### src/pkg/csu_defines.svh
`ifndef CSU_DEFINES_SVH
`define CSU_DEFINES_SVH
// register byte offsets
`define CSU_CTRL_OFS 12'h000
`define CSU_STAT_OFS 12'h004
`define CSU_FTW_OFS 12'h008
`define CSU_PLL_OFS 12'h00C
`define CSU_BUSDIV_OFS 12'h010
`define CSU_CPUDIV_OFS 12'h014
`define CSU_DDIV_OFS 12'h040
`define CSU_ADIV_OFS 12'h080
// ctrl fields
`define CSU_CTRL_TW_CLR 0
`define CSU_CTRL_FTW_IE 1
`define CSU_CTRL_STW_IE 2
`define CSU_CTRL_PLL_EN 3
`define CSU_CTRL_IMO_USB 4
`define CSU_CTRL_IMO_LSB 8
`define CSU_CTRL_DBL_LSB 12
`define CSU_CTRL_RESET 32'h0000_0000
// timing: ilo tick rates as master cycles, pll lock time
`define CSU_CLK_HZ 10000000
`define CSU_1KHZ_HZ 1000
`define CSU_100KHZ_HZ 100000
`define CSU_PLL_LOCK_US 250
`define CSU_PLL_LOCK_CYC ((`CSU_PLL_LOCK_US * (`CSU_CLK_HZ / 1000000)))
`define CSU_DIV100K_CYC (`CSU_CLK_HZ / `CSU_100KHZ_HZ)
`define CSU_1K_PER_100K (`CSU_100KHZ_HZ / `CSU_1KHZ_HZ)
`define CSU_DIV_RESET 16'h0002
`endif

### src/pkg/csu_pkg.sv
package csu_pkg;
    // divider configuration: source select and divide value
    typedef struct packed {
        logic [2:0] src;
        logic [15:0] div;
    } csu_div_cfg_t;
    typedef enum logic [1:0] {
        csu_ref_imo,
        csu_ref_xtal,
        csu_ref_fabric,
        csu_ref_rsvd
    } csu_ref_t;
    typedef enum {
        csu_pll_off,
        csu_pll_wait,
        csu_pll_locked
    } csu_pll_st_t;
endpackage : csu_pkg

### src/rtl/csu_top.sv
`timescale 1ns/100ps
`include "csu_defines.svh"
module csu_top #(
    parameter int NDIG = 8,
    parameter int NANA = 4,
    parameter int PLL_LOCK_CYC = `CSU_PLL_LOCK_CYC,
    parameter int WATCH_HZ = 32768
) (
    input wire logic hclk,
    input wire logic hresetn,
    input wire logic hsel,
    input wire logic [11:0] haddr,
    input wire logic [1:0] htrans,
    input wire logic hwrite,
    input wire logic [2:0] hsize,
    input wire logic [31:0] hwdata,
    input wire logic hready,
    output logic [31:0] hrdata,
    output logic hreadyout,
    output logic hresp,
    // clock-source enables, synchronous to hclk, one pulse per edge
    input wire logic [7:0] src_en,
    input wire logic [7:0] fabric_clk_en,
    input wire logic watch_tick,
    input wire logic hibernate,
    input wire logic debug_halt,
    output logic [NDIG-1:0] dig_clk,
    output logic [NANA-1:0] ana_clk,
    output logic bus_clk,
    output logic cpu_clk,
    output logic tick_1khz_clock,
    output logic low_power_100khz_clock,
    output logic reduced_33khz_clock,
    output logic [12:0] slow_tick_counter,
    output logic [4:0] fast_tick,
    output logic stw_irq,
    output logic ftw_irq,
    output logic rtc_irq,
    output logic pll_lock,
    output logic [2:0] imo_freq_sel,
    output logic imo_usb_mode,
    output logic [1:0] pll_ref_sel,
    output logic [1:0] dbl_ref_sel,
    output logic [11:0] pll_ratio
);
    localparam int NDIV = NDIG + NANA;
    localparam int C100K = `CSU_DIV100K_CYC;
    localparam int C1K = `CSU_1K_PER_100K;

    logic [31:0] ctrl_q;
    logic [4:0] ftw_tc_q;
    logic [11:0] pll_ratio_q;
    logic [15:0] bus_div_q;
    logic [3:0] cpu_div_q;
    csu_pkg::csu_div_cfg_t cfg_q [NDIV];
    logic ap_q;
    logic ap_wr_q;
    logic [11:0] ap_addr_q;
    csu_pkg::csu_pll_st_t pll_st_q;
    logic [$clog2(PLL_LOCK_CYC+1)-1:0] pll_cnt_q;

    // ahb address phase capture; always zero wait states
    always_ff @(posedge hclk or negedge hresetn) begin
        if (!hresetn) begin
            ap_q <= 1'b0;
            ap_wr_q <= 1'b0;
            ap_addr_q <= 12'h000;
        end else if (hready) begin
            ap_q <= hsel && htrans[1];
            ap_wr_q <= hwrite;
            ap_addr_q <= haddr;
        end
    end

    // register writes in data phase
    always_ff @(posedge hclk or negedge hresetn) begin
        if (!hresetn) begin
            ctrl_q <= `CSU_CTRL_RESET;
            ftw_tc_q <= 5'h1F;
            pll_ratio_q <= 12'h001;
            bus_div_q <= `CSU_DIV_RESET;
            cpu_div_q <= 4'h1;
            for (int i = 0; i < NDIV; i++) begin
                cfg_q[i] <= '{src: 3'h0, div: `CSU_DIV_RESET};
            end
        end else begin
            ctrl_q[`CSU_CTRL_TW_CLR] <= 1'b0;
            if (ap_q && ap_wr_q) begin
                if (ap_addr_q == `CSU_CTRL_OFS) ctrl_q <= hwdata;
                if (ap_addr_q == `CSU_FTW_OFS) ftw_tc_q <= hwdata[4:0];
                if (ap_addr_q == `CSU_PLL_OFS) pll_ratio_q <= hwdata[11:0];
                if (ap_addr_q == `CSU_BUSDIV_OFS) bus_div_q <= hwdata[15:0];
                if (ap_addr_q == `CSU_CPUDIV_OFS) cpu_div_q <= hwdata[3:0];
                for (int i = 0; i < NDIV; i++) begin
                    if (ap_addr_q == 12'(`CSU_DDIV_OFS + 4 * i)) begin
                        cfg_q[i] <= '{src: hwdata[18:16], div: hwdata[15:0]};
                    end
                end
            end
        end
    end

    // read mux; unmapped reads give zero
    always_comb begin
        hrdata = 32'h0000_0000;
        if (ap_addr_q == `CSU_CTRL_OFS) hrdata = ctrl_q;
        if (ap_addr_q == `CSU_STAT_OFS) hrdata = {18'h0, pll_lock, slow_tick_counter};
        if (ap_addr_q == `CSU_FTW_OFS) hrdata = {22'h0, fast_tick, ftw_tc_q};
        if (ap_addr_q == `CSU_PLL_OFS) hrdata = {20'h0, pll_ratio_q};
        if (ap_addr_q == `CSU_BUSDIV_OFS) hrdata = {16'h0, bus_div_q};
        if (ap_addr_q == `CSU_CPUDIV_OFS) hrdata = {28'h0, cpu_div_q};
        for (int i = 0; i < NDIV; i++) begin
            if (ap_addr_q == 12'(`CSU_DDIV_OFS + 4 * i)) hrdata = {13'h0, cfg_q[i]};
        end
    end
    assign hreadyout = 1'b1;
    assign hresp = 1'b0;

    // main osc trims and modes; reference selects
    always_ff @(posedge hclk or negedge hresetn) begin
        if (!hresetn) begin
            imo_freq_sel <= 3'h0;
            imo_usb_mode <= 1'b0;
            pll_ref_sel <= 2'h0;
            dbl_ref_sel <= 2'h0;
            pll_ratio <= 12'h001;
        end else begin
            imo_freq_sel <= ctrl_q[`CSU_CTRL_IMO_LSB +: 3];
            imo_usb_mode <= ctrl_q[`CSU_CTRL_IMO_USB];
            pll_ref_sel <= ctrl_q[`CSU_CTRL_IMO_LSB + 4 +: 2];
            dbl_ref_sel <= ctrl_q[`CSU_CTRL_DBL_LSB +: 2];
            pll_ratio <= pll_ratio_q;
        end
    end

    // pll lock timer; lock drops when disabled
    always_ff @(posedge hclk or negedge hresetn) begin
        if (!hresetn) begin
            pll_st_q <= csu_pkg::csu_pll_off;
            pll_cnt_q <= '0;
            pll_lock <= 1'b0;
        end else if (!ctrl_q[`CSU_CTRL_PLL_EN]) begin
            pll_st_q <= csu_pkg::csu_pll_off;
            pll_cnt_q <= '0;
            pll_lock <= 1'b0;
        end else begin
            unique case (pll_st_q)
                csu_pkg::csu_pll_off: pll_st_q <= csu_pkg::csu_pll_wait;
                csu_pkg::csu_pll_wait: begin
                    pll_cnt_q <= pll_cnt_q + 1'b1;
                    if (pll_cnt_q == $bits(pll_cnt_q)'(PLL_LOCK_CYC - 2)) begin
                        pll_st_q <= csu_pkg::csu_pll_locked;
                        pll_lock <= 1'b1;
                    end
                end
                csu_pkg::csu_pll_locked: pll_lock <= 1'b1;
            endcase
        end
    end

    logic [$clog2(C100K)-1:0] pre_q;
    logic [$clog2(C1K)-1:0] k1_q;
    logic [1:0] k33_q;
    logic en100k;
    logic en1k;
    assign en100k = (pre_q == $bits(pre_q)'(C100K - 1));
    assign en1k = en100k && (k1_q == $bits(k1_q)'(C1K - 1));
    always_ff @(posedge hclk or negedge hresetn) begin
        if (!hresetn) begin
            pre_q <= '0;
            k1_q <= '0;
            k33_q <= 2'h0;
            tick_1khz_clock <= 1'b0;
            low_power_100khz_clock <= 1'b0;
            reduced_33khz_clock <= 1'b0;
        end else begin
            pre_q <= en100k ? '0 : pre_q + 1'b1;
            if (en100k) k1_q <= en1k ? '0 : k1_q + 1'b1;
            low_power_100khz_clock <= en100k;
            tick_1khz_clock <= en1k;
            if (en100k) k33_q <= (k33_q == 2'h2) ? 2'h0 : k33_q + 2'h1;
            reduced_33khz_clock <= en100k && (k33_q == 2'h2);
        end
    end

    always_ff @(posedge hclk or negedge hresetn) begin
        if (!hresetn) begin
            slow_tick_counter <= 13'h0000;
            stw_irq <= 1'b0;
        end else begin
            stw_irq <= 1'b0;
            // firmware clear wins over the tick
            if (ctrl_q[`CSU_CTRL_TW_CLR]) begin
                slow_tick_counter <= 13'h0000;
            end else if (en1k && !hibernate && !debug_halt) begin
                slow_tick_counter <= slow_tick_counter + 13'h0001;
                // periodic interrupt and wakeup on wrap
                stw_irq <= ctrl_q[`CSU_CTRL_STW_IE] && (slow_tick_counter == 13'h1FFF);
            end
        end
    end

    // fast tick counter with terminal count
    always_ff @(posedge hclk or negedge hresetn) begin
        if (!hresetn) begin
            fast_tick <= 5'h00;
            ftw_irq <= 1'b0;
        end else begin
            ftw_irq <= 1'b0;
            if (en100k && !hibernate) begin
                fast_tick <= (fast_tick >= ftw_tc_q) ? 5'h00 : fast_tick + 5'h01;
                ftw_irq <= ctrl_q[`CSU_CTRL_FTW_IE] && (fast_tick >= ftw_tc_q);
            end
        end
    end

    // one-second pulse counted from watch crystal ticks
    logic [15:0] rtc_q;
    always_ff @(posedge hclk or negedge hresetn) begin
        if (!hresetn) begin
            rtc_q <= 16'h0000;
            rtc_irq <= 1'b0;
        end else begin
            rtc_irq <= 1'b0;
            if (watch_tick) begin
                rtc_q <= (rtc_q == 16'(WATCH_HZ - 1)) ? 16'h0000 : rtc_q + 16'h0001;
                rtc_irq <= (rtc_q == 16'(WATCH_HZ - 1));
            end
        end
    end

    // dividers: toggle output at half count gives 50 percent
    // duty at even divide values; new config is taken only at the end of a period so no runt
    logic [NDIV-1:0] div_out;
    genvar g;
    generate
        for (g = 0; g < NDIV; g++) begin : g_div
            logic [15:0] cnt_q;
            csu_pkg::csu_div_cfg_t act_q;
            logic out_q;
            logic en;
            logic [15:0] lim;
            // digital dividers may pick extra fabric clocks in src 7
            assign en = (g < NDIG && act_q.src == 3'h7) ? fabric_clk_en[g % 8]
                                                           : src_en[act_q.src];
            assign lim = (act_q.div < 16'h0002) ? 16'h0002 : act_q.div;
            always_ff @(posedge hclk or negedge hresetn) begin
                if (!hresetn) begin
                    cnt_q <= 16'h0000;
                    act_q <= '{src: 3'h0, div: `CSU_DIV_RESET};
                    out_q <= 1'b0;
                end else if (en) begin
                    if (cnt_q == lim - 16'h0001) begin
                        cnt_q <= 16'h0000;
                        out_q <= 1'b0;
                        act_q <= cfg_q[g];
                    end else begin
                        cnt_q <= cnt_q + 16'h0001;
                        if (cnt_q == (lim >> 1) - 16'h0001) out_q <= 1'b1;
                    end
                end
            end
            assign div_out[g] = out_q;
        end
    endgenerate

    // bus divider on master clock, cpu divider on bus clock edges
    logic [15:0] bcnt_q;
    logic [3:0] ccnt_q;
    logic bus_en;
    assign bus_en = (bcnt_q >= bus_div_q - 16'h0001);
    always_ff @(posedge hclk or negedge hresetn) begin
        if (!hresetn) begin
            bcnt_q <= 16'h0000;
            ccnt_q <= 4'h0;
            bus_clk <= 1'b0;
            cpu_clk <= 1'b0;
            dig_clk <= '0;
            ana_clk <= '0;
        end else begin
            bcnt_q <= bus_en ? 16'h0000 : bcnt_q + 16'h0001;
            bus_clk <= bus_en;
            if (bus_en) ccnt_q <= (ccnt_q >= cpu_div_q - 4'h1) ? 4'h0 : ccnt_q + 4'h1;
            cpu_clk <= bus_en && (ccnt_q >= cpu_div_q - 4'h1);
            // resynchronise divider outputs to master clock
            dig_clk <= div_out[NDIG-1:0];
            ana_clk <= div_out[NDIV-1:NDIG];
        end
    end

    // doubler and pll-before-sleep are analog/software matters
    // fast counter clears on the tick after it reaches or passes terminal count
    a_ftw_bound: assert property (@(posedge hclk) disable iff (!hresetn)
        $past(en100k) && !$past(hibernate) && $past(fast_tick) >= $past(ftw_tc_q)
        |-> fast_tick == 5'h00) else $error("fast tick failed to autoreset");
    // slow counter steps by one on a tick
    a_stw_step: assert property (@(posedge hclk) disable iff (!hresetn)
        en1k && !hibernate && !debug_halt && !ctrl_q[0]
        |=> slow_tick_counter == $past(slow_tick_counter) + 13'h0001)
        else $error("slow tick did not step");
    a_stw_hold: assert property (@(posedge hclk) disable iff (!hresetn)
        (hibernate || debug_halt) && !ctrl_q[0] |=> $stable(slow_tick_counter))
        else $error("slow tick moved while stopped");
    a_stw_clear: assert property (@(posedge hclk) disable iff (!hresetn)
        ctrl_q[0] |=> slow_tick_counter == 13'h0000) else $error("clear ignored");
    // 33 kHz pulses fall only on cycles that also carry a 100 kHz pulse
    a_k33_div: assert property (@(posedge hclk) disable iff (!hresetn)
        reduced_33khz_clock |-> low_power_100khz_clock) else $error("33k off grid");
    // lock rises only with the enable set three cycles before
    a_pll_lock: assert property (@(posedge hclk) disable iff (!hresetn)
        $rose(pll_lock) |-> $past(ctrl_q[3], 3)) else $error("early lock");
    a_ftw_irq: assert property (@(posedge hclk) disable iff (!hresetn)
        ftw_irq |-> $past(ctrl_q[1]) && fast_tick == 5'h00) else $error("bad ftw irq");
    a_stw_irq: assert property (@(posedge hclk) disable iff (!hresetn)
        stw_irq |-> slow_tick_counter == 13'h0000) else $error("bad stw irq");
endmodule : csu_top

### config.mk
export PLATFORM = sky130hd
export DESIGN_NAME = csu_top
export DESIGN_NICKNAME = d
export VERILOG_FILES = /design/src/pkg/csu_pkg.sv /design/src/rtl/csu_top.sv
export VERILOG_INCLUDE_DIRS = /design/src /design/src/pkg
export SDC_FILE = /design/constraint.sdc
export NUM_CORES = 2
export LEC_CHECK = 0
export BUFFER_PORTS_ARGS = -buffer_cell sky130_fd_sc_hd__buf_2
export CAP_MARGIN = 20
export CORE_MARGIN = 5
export CORE_UTILIZATION = 40
export CTS_CLUSTER_DIAMETER = 100
export DETAILED_ROUTE_END_ITERATION = 8
export SYNTH_ARGS = -nofsm -noshare
export SYNTH_HDL_FRONTEND = slang
export SYNTH_SLANG_ARGS = --single-unit
### constraint.sdc
create_clock -name hclk -period 8.9 [get_ports hclk]
set_clock_uncertainty 0.05 [all_clocks]
set_input_delay 1.78 -clock hclk [delete_from_list [all_inputs] [get_ports hclk]]
set_output_delay 1.78 -clock hclk [all_outputs]
set_load 0.01 [all_outputs]
# After elaboration in Yosys (flattened, before gate mapping)
# Cells that the tools add are included.
[word_totals] latchBits=0 regBits=896 mem_bits_rw=0 mem_bits_ro=0 memories=0 input_bits=73
[op_classes] div_mod_pow=0 n_addsub=47 n_mul=0 reduce_logical=70 bitwise=0 n_mux=121 n_lt_le_gt_ge=27 eq_ne=61 n_shift=0
[ops] cell="two-way mux 32 bit" count=20
[ops] cell="two-way mux 16 bit" count=26
[ops] cell="equality test 16 bit" count=24
[ops] cell="adder 16 x 1 -> 16 bit (second input constant)" count=14
[ops] cell="subtractor 16 x 1 -> 16 bit (second input constant)" count=13
[ops] cell="less-than comparator 16 x 2 -> 1 bit (second input constant)" count=12
[ops] cell="subtractor 15 x 1 -> 16 bit (second input constant)" count=12
[ops] cell="equality test 12 x 7 -> 1 bit (second input constant)" count=12
[ops] cell="AND reduction 2 bit" count=43
[ops] cell="case mux 32 bit (2 select lines)" count=1
[ops] cell="two-way mux 1 bit" count=52
[ops] cell="less-than comparator 3 x 4 -> 1 bit (second input constant)" count=12
[ops] cell="binary-select mux 1 bit (select 3 bit)" count=12
[ops] cell="equality test 32 x 1 -> 1 bit (second input constant)" count=1
[ops] cell="equality test 32 x 2 -> 1 bit (second input constant)" count=1
[ops] cell="logical NOT 32 bit" count=1
[ops] cell="two-way mux 13 bit" count=2
[ops] cell="nonzero test 2 bit" count=13
[ops] cell="equality test 12 x 4 -> 1 bit (second input constant)" count=2
[ops] cell="equality test 12 x 5 -> 1 bit (second input constant)" count=2
[ops] cell="equality test 3 bit (second input constant)" count=8
[ops] cell="two-way mux 12 bit" count=2
[ops] cell="equality test 16 x 15 -> 1 bit (second input constant)" count=1
[ops] cell="greater-or-equal comparator 16 bit" count=1
[ops] cell="25 further kinds" count=39

# Longest topological paths before layout
[depth] depth_word=19 ltp_mapped=17 mapped_depth_nobuf=14

# Worst setup path before layout
# No wires, ideal clock.
[synth_timing] path_kind="register to output" start="reg ap_addr_q[1]" end="out hrdata[16]" arrival_time_ns=2.940 path_slack_ns=4.130 n_path_buf=3 required_time_ns=7.070 path_stages_with_launch=11 cell_sequence="dfrtp_1 clkbuf_1 or4b_2 clkbuf_1 nor3_1 clkbuf_1 a222oi_1 a21oi_1 a21oi_1 o211a_1 nor3_1"
[synth_between] elab_chain_len=19
[synth_rtl] item="start, declared" line="csu_top.sv:58" rtl="logic [11:0] ap_addr_q;"
[synth_rtl] item="start signal, assigned" line="csu_top.sv:71" rtl="ap_addr_q <= haddr;"
[synth_rtl] item="logical NOT 12 bit (no line)"
[synth_rtl] item="two-way mux 32 bit" line="csu_top.sv:106" rtl="if (ap_addr_q == `CSU_CTRL_OFS) hrdata = ctrl_q;"
[synth_rtl] item="two-way mux 32 bit" line="csu_top.sv:107" rtl="if (ap_addr_q == `CSU_STAT_OFS) hrdata = {18'h0, pll_lock, slow_tick_counter};"
[synth_rtl] item="two-way mux 32 bit" line="csu_top.sv:108" rtl="if (ap_addr_q == `CSU_FTW_OFS) hrdata = {22'h0, fast_tick, ftw_tc_q};"
[synth_rtl] item="two-way mux 32 bit" line="csu_top.sv:109" rtl="if (ap_addr_q == `CSU_PLL_OFS) hrdata = {20'h0, pll_ratio_q};"
[synth_rtl] item="two-way mux 32 bit" line="csu_top.sv:110" rtl="if (ap_addr_q == `CSU_BUSDIV_OFS) hrdata = {16'h0, bus_div_q};"
[synth_rtl] item="two-way mux 32 bit" line="csu_top.sv:111" rtl="if (ap_addr_q == `CSU_CPUDIV_OFS) hrdata = {28'h0, cpu_div_q};"
[synth_rtl] item="two-way mux 32 bit (11 in series)" line="csu_top.sv:113" rtl="if (ap_addr_q == 12'(`CSU_DDIV_OFS + 4 * i)) hrdata = {13'h0, cfg_q[i]};"
[synth_rtl] item="two-way mux 32 bit (*)" line="csu_top.sv:113"
[synth_rtl] item="end, declared" line="csu_top.sv:18" rtl="output logic [31:0] hrdata,"
# Every way passes the cells marked *; elsewhere a longest branch is shown, timed or not.

# Worst setup path after layout
[layout_timing] start="reg ap_addr_q[2]" end="out hrdata[1]"
# Same word-level chain as after synthesis.

==> key figures <==
Routing
  – Routed WL per cell: 22.7 µm
  – DRT Wirelength: 155,000 µm
  – Pre-Repair DR Iteration Count: 9
  – Total number of vias: 39,900
  – DR iter-0 viols: 3,274
  – Vias per Instance: 5.84
  – Residual DRC: 0
  – Post-DRT Antenna Nets: 0

Global routing
  – Total track usage: 0.222
  – Pin count of the biggest net entering global routing: 174
  – Vias in the first global route: 38,400
  – Initial antenna violation count: 19
  – First-pass GRT wire length: 238,000 µm
  – GRT overflow: 0

Timing
  – Worst slew margin: 0.265
  – Worst-Margin Slew: 1.10 ns
  – Min cycle time layout: 7.07 ns
  – RSZ-0062 raised after global routing: false
  – Endpoints failing setup: 0
  – Worst hold slack: 0.312 ns
  – Fin crit share: 0.794
  – Max Freq: 142 MHz
  – Final Hold Fails: 0
  – Post-route setup TNS: 0 ns
  – Final Worst Setup Slack: 1.83 ns
  – Max Slew Vio Count: 0

Worst hold path
  – HP Class: reg -> reg

Floorplanning
  – Rows: 131
  – Die Y: 369 µm
  – I/O Pins: 166
  – Initial Util: 0.403
  – Die Span X: 369 µm
  – Core area: 128,000 µm²
  – Die area: 136,000 µm²

Placement
  – Detailed-placement wirelength estimate: 112,000 µm
  – # port buffers: 159
  – GP Congestion: 0.938
  – Worst slack, placed: 2.74 ns

Clock network
  – Skew-Pair Late Insertion Delay: 0.72 ns
  – H-tree Lvls: 3
  – CTS root buf: clkbuf_16
  – CTS clk-pin slew, worst paths: 0.06 ns
  – CTS tree: yes
  – Post-cts sizing count: 0
  – Number of CTS-inserted buffers: 97
  – Cts hold-fix bufs: 0
  – Clk buf depth: 3
  – # clock sinks: 866
  – Setup bufs post-CTS: 0

Logic synthesis
  – Synth cell types: 103
  – Primary FF master, synth: dfrtp_1
  – EDFF count, synth: 0
  – Mapped Area: 51,600 µm²
  – Yosys top cell by area: dfrtp_1
  – Synth Warn #: 0
  – Most common cell in the synthesized netlist: dfrtp_1
  – Commonest cells post-synth: dfrtp_1, mux2_2, nor2_1, xnor2_1, nand2_1
  – Sequential area share after synthesis: 0.421
  – Syn_nets: 5,274
  – Post-synthesis cell count: 5,129
  – Share of the synthesized area in the top cell type: 0.404
  – Synth top area cells: dfrtp_1, mux2_2, xnor2_1
  – Post-synthesis register bit count: 866
  – Async SR Flop Fraction: 1.00
  – Average size of a mapped cell: 10.1 µm²

Setup path
  – CP max FO: 31
  – Critical Path AT: 5.24 ns
  – Worst EP required: 7.07 ns
  – Worst Setup End Kind: output port
  – Setup CP Type: reg -> out
  – Worst setup SP type: flop

Power and ir drop
  – PwrDens: 209 nW/µm²
  – Total power: 11.9 mW
  – Static Leak: 25.0 nW
  – Peak supply drop: 0.000156 V

Cells and area
  – Share of cells above drive strength 1: 0.201
  – Filler Cell Count: 12,100
  – Layout Utilization: 0.445
  – Layout area overhead: 10.4%
  – Nets: 5,221

Run status
  – Outcome: complete, no violations

Run
  – # Max-Cap Violations: 0
## sequential cells by signal, indices dropped and copies added (netlist names), 5 cells and up
register           flops
ap_addr_q             12
bcnt_q                16
bus_div_q             16
cfg_q                228
ctrl_q                32
dig_clk                8
fast_tick              5
ftw_tc_q               5
g_div.act_q          228
g_div.cnt_q          192
g_div.out_q           12
k1_q                   7
pll_cnt_q             12
pll_ratio             12
pll_ratio_q           12
pre_q                  7
rtc_q                 16
slow_tick_counter     13
## final timing paths
check                                                    from                              to  slack [ns]  depth (start not counted)
max in group asynchronous                             hresetn   g_div[2].act_q[1]$_DFFE_PN1P_        5.85                          3
worst min-delay path               g_div[7].out_q$_DFFE_PN0P_            dig_clk[7]$_DFF_PN0_        0.31                          0
min in group asynchronous                             hresetn            ana_clk[2]$_DFF_PN0_        0.98                          1
worst max register to register  g_div[9].act_q[9]$_DFFE_PN0P_  g_div[9].act_q[16]$_DFFE_PN0P_        3.23                         12
worst max-delay path                 ap_addr_q[2]$_DFFE_PN0P_                       hrdata[1]        1.83                         10
worst min register to register     g_div[7].out_q$_DFFE_PN0P_            dig_clk[7]$_DFF_PN0_        0.31                          0
## power by group
group	switching, mW	total (mW)	internal [mW]
clock	1.76	4.21	2.45
sequential	0.634	4.88	4.25
combinational	1.53	2.82	1.30
## worst max-delay path: stages (launching register included)
cell	delay, ns
dfrtp_2	0.73
buf_4	0.49
or4b_2	0.83
nor3_1	0.65
a32o_1	0.22
a221oi_1	0.06
o2111ai_1	0.27
a221oi_1	0.18
o31a_1	0.39
nor3_1	0.43
buf_2	0.24
## cells in the final DEF, fill, tap and decap left out, drive strengths merged, types with 20 or more instances in the layout
master  count
dfstp      33
dfrtp     833
o31ai      26
o22ai      35
a31oi      45
nand2     320
xnor2     358
nand3     191
and4       21
and2       41
buf       219
clkbuf    140
a21o       34
o21ai     148
or4        30
nor2      409
and3       85
nor4       94
xor2      272
nor3      168
nand4      97
nand2b     45
a222oi     21
nor3b      58
o211ai     20
or3        43
ha         72
a21oi     124
or2        24
clkinv     22
inv        92
nor2b      39
mux2i      69
mux4       24
a211oi     27
mux2      546
## metal layers
metal	part of all wire	global-route usage	routed length [µm]	vias up
met5	0.00018	0	28	-
met4	0.028	0.0580	4330	4
met3	0.070	0.0417	10800	230
met2	0.46	0.354	70800	1227
met1	0.44	0.313	68800	20000
li1	-	-	-	18400
## cell type report
type	instances	area (µm²)	area share
tap	1662	2080	0.0365
timing repair buffer	220	1330	0.0234
inverter	87	327	0.00573
multi-input combinational	3804	28100	0.494
clock inverter	41	518	0.00910
antenna	6	15.0	0.000264
sequential	866	21700	0.381
clock buffer	140	2850	0.0500
## stage by stage
| stage | std cells | instance area [µm²] |
|---|---|---|
| after floorplan | 5129 | 51600 |
| after global placement | 6636 | 53500 |
| after detailed placement | 6637 | 53500 |
| after CTS | 6818 | 56900 |
| after global routing | 6822 | 56900 |
| final | 6826 | 57000 |
## logic make-up (layout without fill, tap and decap cells)
| group | after synthesis | after routing | share of synthesized area |
|---|---|---|---|
| flip-flops | 866 | 866 | 0.421 |
| other | 2 | 8 | 0.000146 |
| adder cells (fa/ha/maj) | 72 | 72 | 0.0175 |
| AO/OA/AOI/OAI | 719 | 719 | 0.0972 |
| multiplexers | 639 | 639 | 0.143 |
| buffers and inverters | 459 | 488 | 0.0359 |
| AND/OR/NAND/NOR | 1742 | 1742 | 0.178 |
| XOR/XNOR | 630 | 630 | 0.107 |
(Power assumes the default switching activity.)
